<file path="config.mk">
export PLATFORM = sky130hd
export DESIGN_NAME = interrupt_vector_placement
export DESIGN_NICKNAME = d
export VERILOG_FILES = /design/src/common/ivp_pkg.sv /design/src/verilog/interrupt_vector_placement.sv
export SDC_FILE = /design/constraint.sdc
export NUM_CORES = 1
export LEC_CHECK = 0
export CAP_MARGIN = 20
export CORE_ASPECT_RATIO = 0.9
export CORE_MARGIN = 8
export CORE_UTILIZATION = 44
export DETAILED_ROUTE_END_ITERATION = 8
export DONT_BUFFER_PORTS = 1
export GPL_ROUTABILITY_DRIVEN = 0
export HOLD_SLACK_MARGIN = 0.15
export PLACE_DENSITY_LB_ADDON = 0.2
export SLEW_MARGIN = 30
export SYNTH_ARGS = -nofsm -noshare
export SYNTH_HDL_FRONTEND = slang
export SYNTH_SLANG_ARGS = --single-unit
</file>
<file path="constraint.sdc">
create_clock -name sys_clk_i -period 3.11 [get_ports sys_clk_i]
set_input_delay 0.311 -clock sys_clk_i [delete_from_list [all_inputs] [get_ports sys_clk_i]]
set_output_delay 0.311 -clock sys_clk_i [all_outputs]
set_load 0.01 [all_outputs]
</file>
<file path="src/common/ivp_pkg.sv">
// constants for vector placement and relocation logic
package ivp_pkg;
  localparam int ADDR_W = 13;               // program word address width
  localparam int IRQ_NUM = 20;              // interrupt vectors 2..21
  localparam int NUM_W = 5;                 // vector number width
  localparam logic [NUM_W-1:0] FIRST_IRQ_NUM = 5'h02;
  localparam logic [NUM_W-1:0] NUM_ONE = 5'h01;
  localparam logic [ADDR_W-1:0] RESET_VEC = 13'h0000;
  // boot section start per boot size fuse code
  localparam logic [1:0] SZ_4K = 2'h0;
  localparam logic [1:0] SZ_2K = 2'h1;
  localparam logic [1:0] SZ_1K = 2'h2;
  localparam logic [1:0] SZ_512 = 2'h3;
  localparam logic [ADDR_W-1:0] BOOT_START_4K = 13'h1800;
  localparam logic [ADDR_W-1:0] BOOT_START_2K = 13'h1C00;
  localparam logic [ADDR_W-1:0] BOOT_START_1K = 13'h1E00;
  localparam logic [ADDR_W-1:0] BOOT_START_512 = 13'h1F00;
  // unlock window
  localparam int CNT_W = 3;
  localparam logic [CNT_W-1:0] UNLOCK_CYC = 3'h4;
  localparam logic [CNT_W-1:0] CNT_LAST = 3'h1;
  // register indices, byte address is index times four
  localparam int AV_ADDR_W = 5;
  localparam int IDX_W = 3;
  localparam logic [IDX_W-1:0] IDX_CTRL = 3'h0;
  localparam logic [IDX_W-1:0] IDX_STAT = 3'h1;
  localparam logic [IDX_W-1:0] IDX_MASK = 3'h2;
  localparam logic [IDX_W-1:0] IDX_INFO = 3'h3;
  // control register bits
  localparam int CB_UNLOCK = 0;
  localparam int CB_SEL = 1;
  localparam int CB_EN2 = 5;
  localparam int CB_EN0 = 6;
  localparam int CB_EN1 = 7;
  localparam int EN_W = 3;
  localparam logic [EN_W-1:0] EN_RST = 3'h0;
  // irq request positions of the external sources
  localparam int IRQ_EXT0 = 0;
  localparam int IRQ_EXT1 = 1;
  localparam int IRQ_EXT2 = 17;
  // event status bits
  localparam int EV_W = 3;
  localparam int EV_TIMEOUT = 0;
  localparam int EV_MOVED = 1;
  localparam int EV_RESTART = 2;
  localparam logic [EV_W-1:0] EV_RST = 3'h0;
  localparam int INFO_RST_LSB = 16;
  // synchronised pins: reset sources and fuse bits
  localparam int SRC_W = 5;
  localparam int PIN_W = 10;
  localparam logic [PIN_W-1:0] PIN_RST = 10'h01F;
endpackage

</file>
<file path="src/verilog/interrupt_vector_placement.sv">
// vector address generation and vector table relocation
//
// The Avalon-MM slave port and the register addresses were chosen for this implementation.
`timescale 1ns/1ps
// Functional notes
// - 21 vectors, vector N at 2*(N-1)
// - every reset source restarts at reset vector
// - boot reset fuse moves reset entry
// - select clear keeps vectors at 0x0002
// - boot start from size fuses, 1=unprogrammed
// - 2K boot size gives 0x1C00 and 0x1C02
// - select changes only while unlock set
// - unlock clears after four cycles or select
// - interrupts blocked through unlock and next instruction
// - unused unlock blocks four cycles then resumes
// - global enable flag left untouched
// - boot vectors, app lock: block in app
// - app vectors, boot lock: block in boot
module interrupt_vector_placement (
  input  wire logic                            sys_clk_i,
  input  wire logic                            nrst_i,
  input  wire logic [ivp_pkg::AV_ADDR_W-1:0]   avs_address_i,
  input  wire logic                            avs_read_i,
  input  wire logic                            avs_write_i,
  input  wire logic [31:0]                     avs_writedata_i,
  input  wire logic [3:0]                      avs_byteenable_i,
  output logic      [31:0]                     avs_readdata_o,
  output logic                                 avs_waitrequest_o,
  output logic                                 irq_o,
  input  wire logic [ivp_pkg::SRC_W-1:0]       rst_src_i,
  input  wire logic                            boot_reset_fuse_i,
  input  wire logic [1:0]                      boot_size_fuses_i,
  input  wire logic                            app_section_lock_bit_i,
  input  wire logic                            boot_section_lock_bit_i,
  input  wire logic [ivp_pkg::IRQ_NUM-1:0]     irq_req_i,
  input  wire logic                            global_ie_i,
  input  wire logic [ivp_pkg::ADDR_W-1:0]      pc_i,
  input  wire logic                            instr_done_i,
  output logic      [ivp_pkg::ADDR_W-1:0]      reset_addr_o,
  output logic                                 restart_o,
  output logic                                 irq_take_o,
  output logic      [ivp_pkg::NUM_W-1:0]       irq_vec_num_o,
  output logic      [ivp_pkg::ADDR_W-1:0]      irq_addr_o
);
  import ivp_pkg::*;

  // boot section start from size fuses
  function automatic logic [ADDR_W-1:0] boot_start(input logic [1:0] sz);
    logic [ADDR_W-1:0] r;
    r = BOOT_START_512;
    unique case (sz)
      SZ_4K:  r = BOOT_START_4K;
      SZ_2K:  r = BOOT_START_2K;
      SZ_1K:  r = BOOT_START_1K;
      SZ_512: r = BOOT_START_512;
    endcase
    return r;
  endfunction
  // vector N sits two words per step above the base
  function automatic logic [ADDR_W-1:0] vec_addr(input logic [NUM_W-1:0] num,
                                                 input logic [ADDR_W-1:0] base);
    logic [ADDR_W-1:0] off;
    off = ADDR_W'({num - NUM_ONE, 1'b0});
    return base + off;
  endfunction
  // lowest set request index
  function automatic logic [NUM_W-1:0] first_set(input logic [IRQ_NUM-1:0] p);
    logic [NUM_W-1:0] r;
    r = '0;
    for (int i = IRQ_NUM - 1; i >= 0; i--) begin
      if (p[i]) begin
        r = NUM_W'(i);
      end
    end
    return r;
  endfunction
  logic [PIN_W-1:0]  meta_q;
  logic [PIN_W-1:0]  pin_q;
  logic [SRC_W-1:0]  src_s;
  logic              rst_fuse_s;
  logic [1:0]        sz_s;
  logic              app_lk_s;
  logic              boot_lk_s;
  // two-stage synchronisers for pins
  always_ff @(posedge sys_clk_i or negedge nrst_i) begin
    if (!nrst_i) begin
      meta_q <= PIN_RST;
      pin_q  <= PIN_RST;
    end else begin
      meta_q <= {rst_src_i, boot_section_lock_bit_i, app_section_lock_bit_i,
                 boot_size_fuses_i, boot_reset_fuse_i};
      pin_q  <= meta_q;
    end
  end
  assign src_s      = pin_q[PIN_W-1 -: SRC_W];
  assign boot_lk_s  = pin_q[4];
  assign app_lk_s   = pin_q[3];
  assign sz_s       = pin_q[2:1];
  assign rst_fuse_s = pin_q[0];
  // ---- bus slave ----
  logic              wait_q, wait_d;
  logic [31:0]       rdata_q, rdata_d;
  logic [IDX_W-1:0]  idx;
  logic              acc_wr;
  logic              ctrl_wr;
  logic [31:0]       rd_val;
  logic              sel_q, sel_d;
  logic              unl_q, unl_d;
  logic [CNT_W-1:0]  cnt_q, cnt_d;
  logic              post_q, post_d;
  logic [EN_W-1:0]   en_q, en_d;
  logic [EV_W-1:0]   stat_q, stat_d;
  logic [EV_W-1:0]   mask_q, mask_d;
  logic [EV_W-1:0]   ev;
  logic              irq_q;
  logic [ADDR_W-1:0] bs;
  logic [ADDR_W-1:0] rst_addr_q, rst_addr_d;
  assign idx     = avs_address_i[AV_ADDR_W-1:2];
  assign acc_wr  = avs_write_i & !wait_q & avs_byteenable_i[0];
  assign ctrl_wr = acc_wr & (idx == IDX_CTRL);
  // register read mux, unmapped reads zero
  always_comb begin
    rd_val = '0;
    unique case (idx)
      IDX_CTRL: begin
        rd_val[CB_EN1]    = en_q[2];
        rd_val[CB_EN0]    = en_q[1];
        rd_val[CB_EN2]    = en_q[0];
        rd_val[CB_SEL]    = sel_q;
        rd_val[CB_UNLOCK] = unl_q;
      end
      IDX_STAT: rd_val[EV_W-1:0] = stat_q;
      IDX_MASK: rd_val[EV_W-1:0] = mask_q;
      IDX_INFO: begin
        rd_val[INFO_RST_LSB +: ADDR_W] = rst_addr_q;
        rd_val[ADDR_W-1:0] = sel_q ? bs : RESET_VEC;
      end
      default: rd_val = '0;
    endcase
  end
  // one wait state per access, read data ready at acceptance
  always_comb begin
    wait_d  = !((avs_read_i | avs_write_i) & wait_q);
    rdata_d = rdata_q;
    if (avs_read_i && wait_q) begin
      rdata_d = rd_val;
    end
  end
  always_ff @(posedge sys_clk_i or negedge nrst_i) begin
    if (!nrst_i) begin
      wait_q  <= 1'b1;
      rdata_q <= '0;
    end else begin
      wait_q  <= wait_d;
      rdata_q <= rdata_d;
    end
  end
  assign avs_waitrequest_o = wait_q;
  assign avs_readdata_o    = rdata_q;
  // ---- control register and unlock window ----
  always_comb begin
    sel_d  = sel_q;
    unl_d  = unl_q;
    cnt_d  = cnt_q;
    post_d = post_q;
    en_d   = en_q;
    ev     = '0;
    if (unl_q) begin
      cnt_d = cnt_q - CNT_LAST;
      if (cnt_q == CNT_LAST) begin
        unl_d = 1'b0;
        ev[EV_TIMEOUT] = !ctrl_wr;
      end
    end
    if (post_q && instr_done_i) begin
      post_d = 1'b0;
    end
    if (ctrl_wr) begin
      en_d = {avs_writedata_i[CB_EN1], avs_writedata_i[CB_EN0],
              avs_writedata_i[CB_EN2]};
      if (avs_writedata_i[CB_UNLOCK]) begin
        unl_d = 1'b1;
        cnt_d = UNLOCK_CYC;
      end else if (unl_q) begin
        sel_d  = avs_writedata_i[CB_SEL];
        unl_d  = 1'b0;
        cnt_d  = '0;
        post_d = 1'b1;
        ev[EV_MOVED] = sel_d != sel_q;
      end
    end
  end
  always_ff @(posedge sys_clk_i or negedge nrst_i) begin
    if (!nrst_i) begin
      sel_q  <= 1'b0;
      unl_q  <= 1'b0;
      cnt_q  <= '0;
      post_q <= 1'b0;
      en_q   <= EN_RST;
    end else begin
      sel_q  <= sel_d;
      unl_q  <= unl_d;
      cnt_q  <= cnt_d;
      post_q <= post_d;
      en_q   <= en_d;
    end
  end

  // ---- event status, mask and interrupt line ----
  logic [EV_W-1:0] w1c;
  logic            src_any_q, boot_q;
  logic            restart_q, restart_d;
  always_comb begin
    w1c    = (acc_wr && idx == IDX_STAT) ? avs_writedata_i[EV_W-1:0] : '0;
    stat_d = (stat_q & ~w1c) | ev; // set wins over clear
    stat_d[EV_RESTART] = stat_d[EV_RESTART] | restart_d;
    mask_d = (acc_wr && idx == IDX_MASK) ? avs_writedata_i[EV_W-1:0] : mask_q;
  end

  always_ff @(posedge sys_clk_i or negedge nrst_i) begin
    if (!nrst_i) begin
      stat_q <= EV_RST;
      mask_q <= EV_RST;
      irq_q  <= 1'b0;
    end else begin
      stat_q <= stat_d;
      mask_q <= mask_d;
      irq_q  <= |(stat_d & mask_d);
    end
  end
  assign irq_o = irq_q;
  // ---- reset entry and restart ----
  assign bs = boot_start(sz_s);

  always_comb begin
    rst_addr_d = rst_fuse_s ? RESET_VEC : bs;
    restart_d  = boot_q | (src_any_q & ~|src_s);
  end

  always_ff @(posedge sys_clk_i or negedge nrst_i) begin
    if (!nrst_i) begin
      rst_addr_q <= RESET_VEC;
      src_any_q  <= 1'b0;
      boot_q     <= 1'b1;
      restart_q  <= 1'b0;
    end else begin
      rst_addr_q <= rst_addr_d;
      src_any_q  <= |src_s;
      boot_q     <= 1'b0;
      restart_q  <= restart_d;
    end
  end
  assign reset_addr_o = rst_addr_q;
  assign restart_o    = restart_q;

  // ---- dispatch ----
  logic [IRQ_NUM-1:0] pend;
  logic               in_app, lock_blk, blk, may_take;
  logic [NUM_W-1:0]   num_d;
  logic               take_q;
  logic [NUM_W-1:0]   num_q;
  logic [ADDR_W-1:0]  addr_q, addr_d;

  // blocking never touches the core's global enable flag
  always_comb begin
    pend = irq_req_i;
    pend[IRQ_EXT0] = irq_req_i[IRQ_EXT0] & en_q[1];
    pend[IRQ_EXT1] = irq_req_i[IRQ_EXT1] & en_q[2];
    pend[IRQ_EXT2] = irq_req_i[IRQ_EXT2] & en_q[0];
    in_app   = pc_i < bs;
    lock_blk = (sel_q & app_lk_s & in_app)
             | (!sel_q & boot_lk_s & !in_app);
    blk      = unl_q | post_q | lock_blk
             | (ctrl_wr & avs_writedata_i[CB_UNLOCK]);
    may_take = global_ie_i & !blk & (|pend);
    num_d    = first_set(pend) + FIRST_IRQ_NUM;
    addr_d   = vec_addr(num_d, sel_q ? bs : RESET_VEC);
  end

  always_ff @(posedge sys_clk_i or negedge nrst_i) begin
    if (!nrst_i) begin
      take_q <= 1'b0;
      num_q  <= '0;
      addr_q <= RESET_VEC;
    end else begin
      take_q <= may_take;
      num_q  <= num_d;
      addr_q <= addr_d;
    end
  end
  assign irq_take_o    = take_q;
  assign irq_vec_num_o = num_q;
  assign irq_addr_o    = addr_q;
endmodule

</file>
==> summary.txt <==
STA
  – Unrepaired setup endpoints after global routing: no
  – Skew final: 0.007605 ns
  – Setup ws final: 0.6243 ns
  – Fin. max-slew vios: 0
  – Final hold violation count: 0
  – Period minus WS final: 2.486 ns
  – Setup violators final: 0
  – Slew @ Worst Pin: 0.6326 ns
  – Crit share post-route: 79.93%
  – Setup TNS: 0 ns
  – Fmax: 0.4023 GHz
  – Slew Limit Headroom: 57.50%

Worst setup path
  – Crit Path Class: flip-flop to flip-flop
  – Max incr delay on CP: 0.47 ns
  – Worst path cell trace: a21o_1 > nor4_1 > o21ai_0 > a21oi_1 > o31a_1 > ha_1 > nand2_1 > a2111oi_0 > xnor2_1
  – Critical path's slowest cell: a2111oi_0
  – CP endpoint kind: flip-flop
  – Worst-path maximum fanout: 4
  – CP Buf/Inv Count: 0
  – Startpoint types: flip-flop
  – Critical path's top delay family: compound AO/OA/AOI/OAI gates
  – Critical path required time: 3.37 ns
  – Crit path DAT: 2.75 ns

Synthesis
  – Largest cells by area after synthesis: dfrtp_1, dfstp_2, buf_4, nand2_1, ha_1
  – Post-synth EDFFs: 0
  – FFs w/ async S/R, synth: 100.0%
  – Top_reg_cell synth: dfrtp_1
  – Cell taking the most area after synthesis: dfrtp_1
  – Top post-synthesis cells by count: dfrtp_1, nand2_1, buf_4, nor2_1, o21ai_0
  – Most frequent cell after synthesis: dfrtp_1
  – Seq/Total Area, Yosys: 58.20%
  – Cells after synthesis: 286
  – Mean area per synthesized cell: 11.06 um2
  – Flops & latches, synth: 73
  – Post-Syn Area: 0.003164 mm2
  – Top cell type's share of synthesized area: 48.24%
  – Synth warnings: 0
  – Synth unique cells: 49

Die
  – Initial Utilization: 45.18%
  – Die Y-Extent: 96.45 um
  – Io pins: 157
  – DIE AREA: 0.01016 mm2
  – Die Span X: 105.4 um
  – Rows: 29
  – Core Area: 0.007003 mm2

Global route
  – Vias in the first global route: 2123
  – Largest net degree at the start of global routing: 74
  – GRT Residual Overflow: 0
  – First-pass GRT wire length: 10710 um
  – Initial antenna violation count: 0
  – Total track usage: 13.65%

Clocking
  – Root Buffer: clkbuf_8
  – Clock Sinks: 73
  – CTS H-tree lvls: 3
  – CTS tree: built
  – Worst-Skew Late Latency: 0.34 ns
  – Setup Fix Bufs, Post-CTS: 0
  – Clk slew on worst S/H paths: 0.08 ns
  – Cts bufs inserted: 9
  – Max Root-Sink Buffers: 2

Final layout
  – Finished Layout Cells: 410
  – Layout area overhead: 12.53%
  – Layout fillers: 624
  – Layout cells sized above 1: 11.99%
  – Register area: 0.001842 mm2
  – Nets: 410
  – Multi-input logic area: 0.001124 mm2
  – Final instance area: 0.003561 mm2
  – # diodes: 0

Power and ir drop
  – IR drop worst, VDD: 0.0004064 V
  – Leakage: 1.641 nW
  – Total Power: 0.002081 W
  – Pwr/cell area: 584.3 mW/mm2

Place
  – Final HPWL DP: 5065 um
  – DP Area: 0.003142 mm2
  – Placed instance count: 372
  – DP Worst Slack: 0.6506 ns
  – IO Port Bufs: 0

Routing
  – DRT iter0 DRCs: 82
  – DRC errors left: 0
  – Final WL: 6806 um
  – DR vias/cell: 5.090
  – WL/cell: 16.60 um
  – DRT Pass-1 Iters: 6
  – DRT antenna net count: 0
  – Vias: 2087

Outcome
  – Outcome: complete, no violations

Hold path
  – Hold WC Path Type: primary input to flip-flop

Job
  – Max_cap viols: 0
final timing paths:
kind / from / endpoint / slack (ns) / cells after the start
setup / recovery: en_q[0] / irq_addr_o[4] / 0.62 / 9
hold / removal: global_ie_i / irq_take_o / 0.18 / 2
setup reg to reg: en_q[0] / irq_addr_o[4] / 0.62 / 9
hold reg to reg: meta_q[5] / pin_q[5] / 0.35 / 0
max in group asynchronous: nrst_i / boot_q / 2.26 / 2
min in group asynchronous: nrst_i / avs_readdata_o[27] / 0.50 / 2
worst register-to-register path: stages, from the launching register on:
cell and delay [ns]:
dfrtp_1 0.43, a21o_1 0.18, nor4_1 0.31, o21ai_0 0.16
a21oi_1 0.21, o31a_1 0.22, ha_1 0.20, nand2_1 0.06
a2111oi_0 0.47, xnor2_1 0.17
logic make-up (layout without fill, tap and decap cells):
group | count (synthesis) | after routing | share of synthesized area, %
AND/OR/NAND/NOR | 89 | 89 | 13.60
flip-flops | 73 | 73 | 58.20
AO/OA/AOI/OAI | 56 | 56 | 12.34
buffers and inverters | 49 | 53 | 9.490
adder cells (fa/ha/maj) | 8 | 8 | 3.163
XOR/XNOR | 5 | 5 | 1.384
multiplexers | 5 | 5 | 1.700
other | 1 | 28 | 0.1185
metrics by stage:
stage          hold slack (ns)  utilization (%)
4_1_cts                 0.1593            50.85
3_3_place_gp           0.01814            44.86
6_report                0.1751            50.85
3_5_place_dp           0.01746            44.86
2_1_floorplan          0.01541                -
5_1_grt                 0.1685            50.85
layout by cell type, fill, tap and decap left out, types with 4 or more instances in the layout:
| cell type | netlist | final |
|---|---|---|
| inv_1 | 14 | 14 |
| ha_1 | 8 | 8 |
| o21ai_0 | 18 | 18 |
| dfrtp_1 | 61 | 61 |
| a22o_1 | 8 | 8 |
| nor2b_1 | 4 | 4 |
| nor2_1 | 18 | 18 |
| nor3_1 | 4 | 4 |
| dfstp_2 | 12 | 12 |
| a21oi_1 | 7 | 7 |
| clkbuf_8 | 0 | 10 |
| dlygate4sd3_1 | 0 | 21 |
| nor4_1 | 4 | 4 |
| conb_1 | 1 | 28 |
| nand2_1 | 39 | 39 |
per-layer routing:
layer	routed length, um	vias to the layer above	GRT usage (%)
li1	-	977	-
met1	2853	1005	16.34
met2	3163	96	21.10
met5	0	-	0
met4	120	0	4.982
met3	669	9	6.631
power breakdown:
group	switching (W)	internal (W)	leakage, nW
logic	0.000143	0.000122	0.649
registers	0.0000938	0.00106	0.901
clock network	0.000350	0.000312	0.0922
final cells by class:
type	count	area share [%]
multi-input combinational	191	31.55
timing repair buffer	23	6.887
tap	93	3.268
inverter	14	1.476
sequential	73	51.72
clock buffer	10	3.865
clock inverter	6	1.230
flip-flops by register name (all words and copies together) (netlist names), 3 cells and up, named ones only:
signal and cells:
en_q 3, avs_readdata_o 14, stat_q 3, reset_addr_o 4
meta_q 10, pin_q 10, irq_addr_o 9, mask_q 3
irq_vec_num_o 5
timing repair:
| item | in CTS | in global routing |
|---|---|---|
| hold buffers | 22 | 0 |
| hold endpoints to repair | 93 | 0 |
| resized for setup | 0 | 0 |
Note: power is estimated with default switching activity, not from simulation.
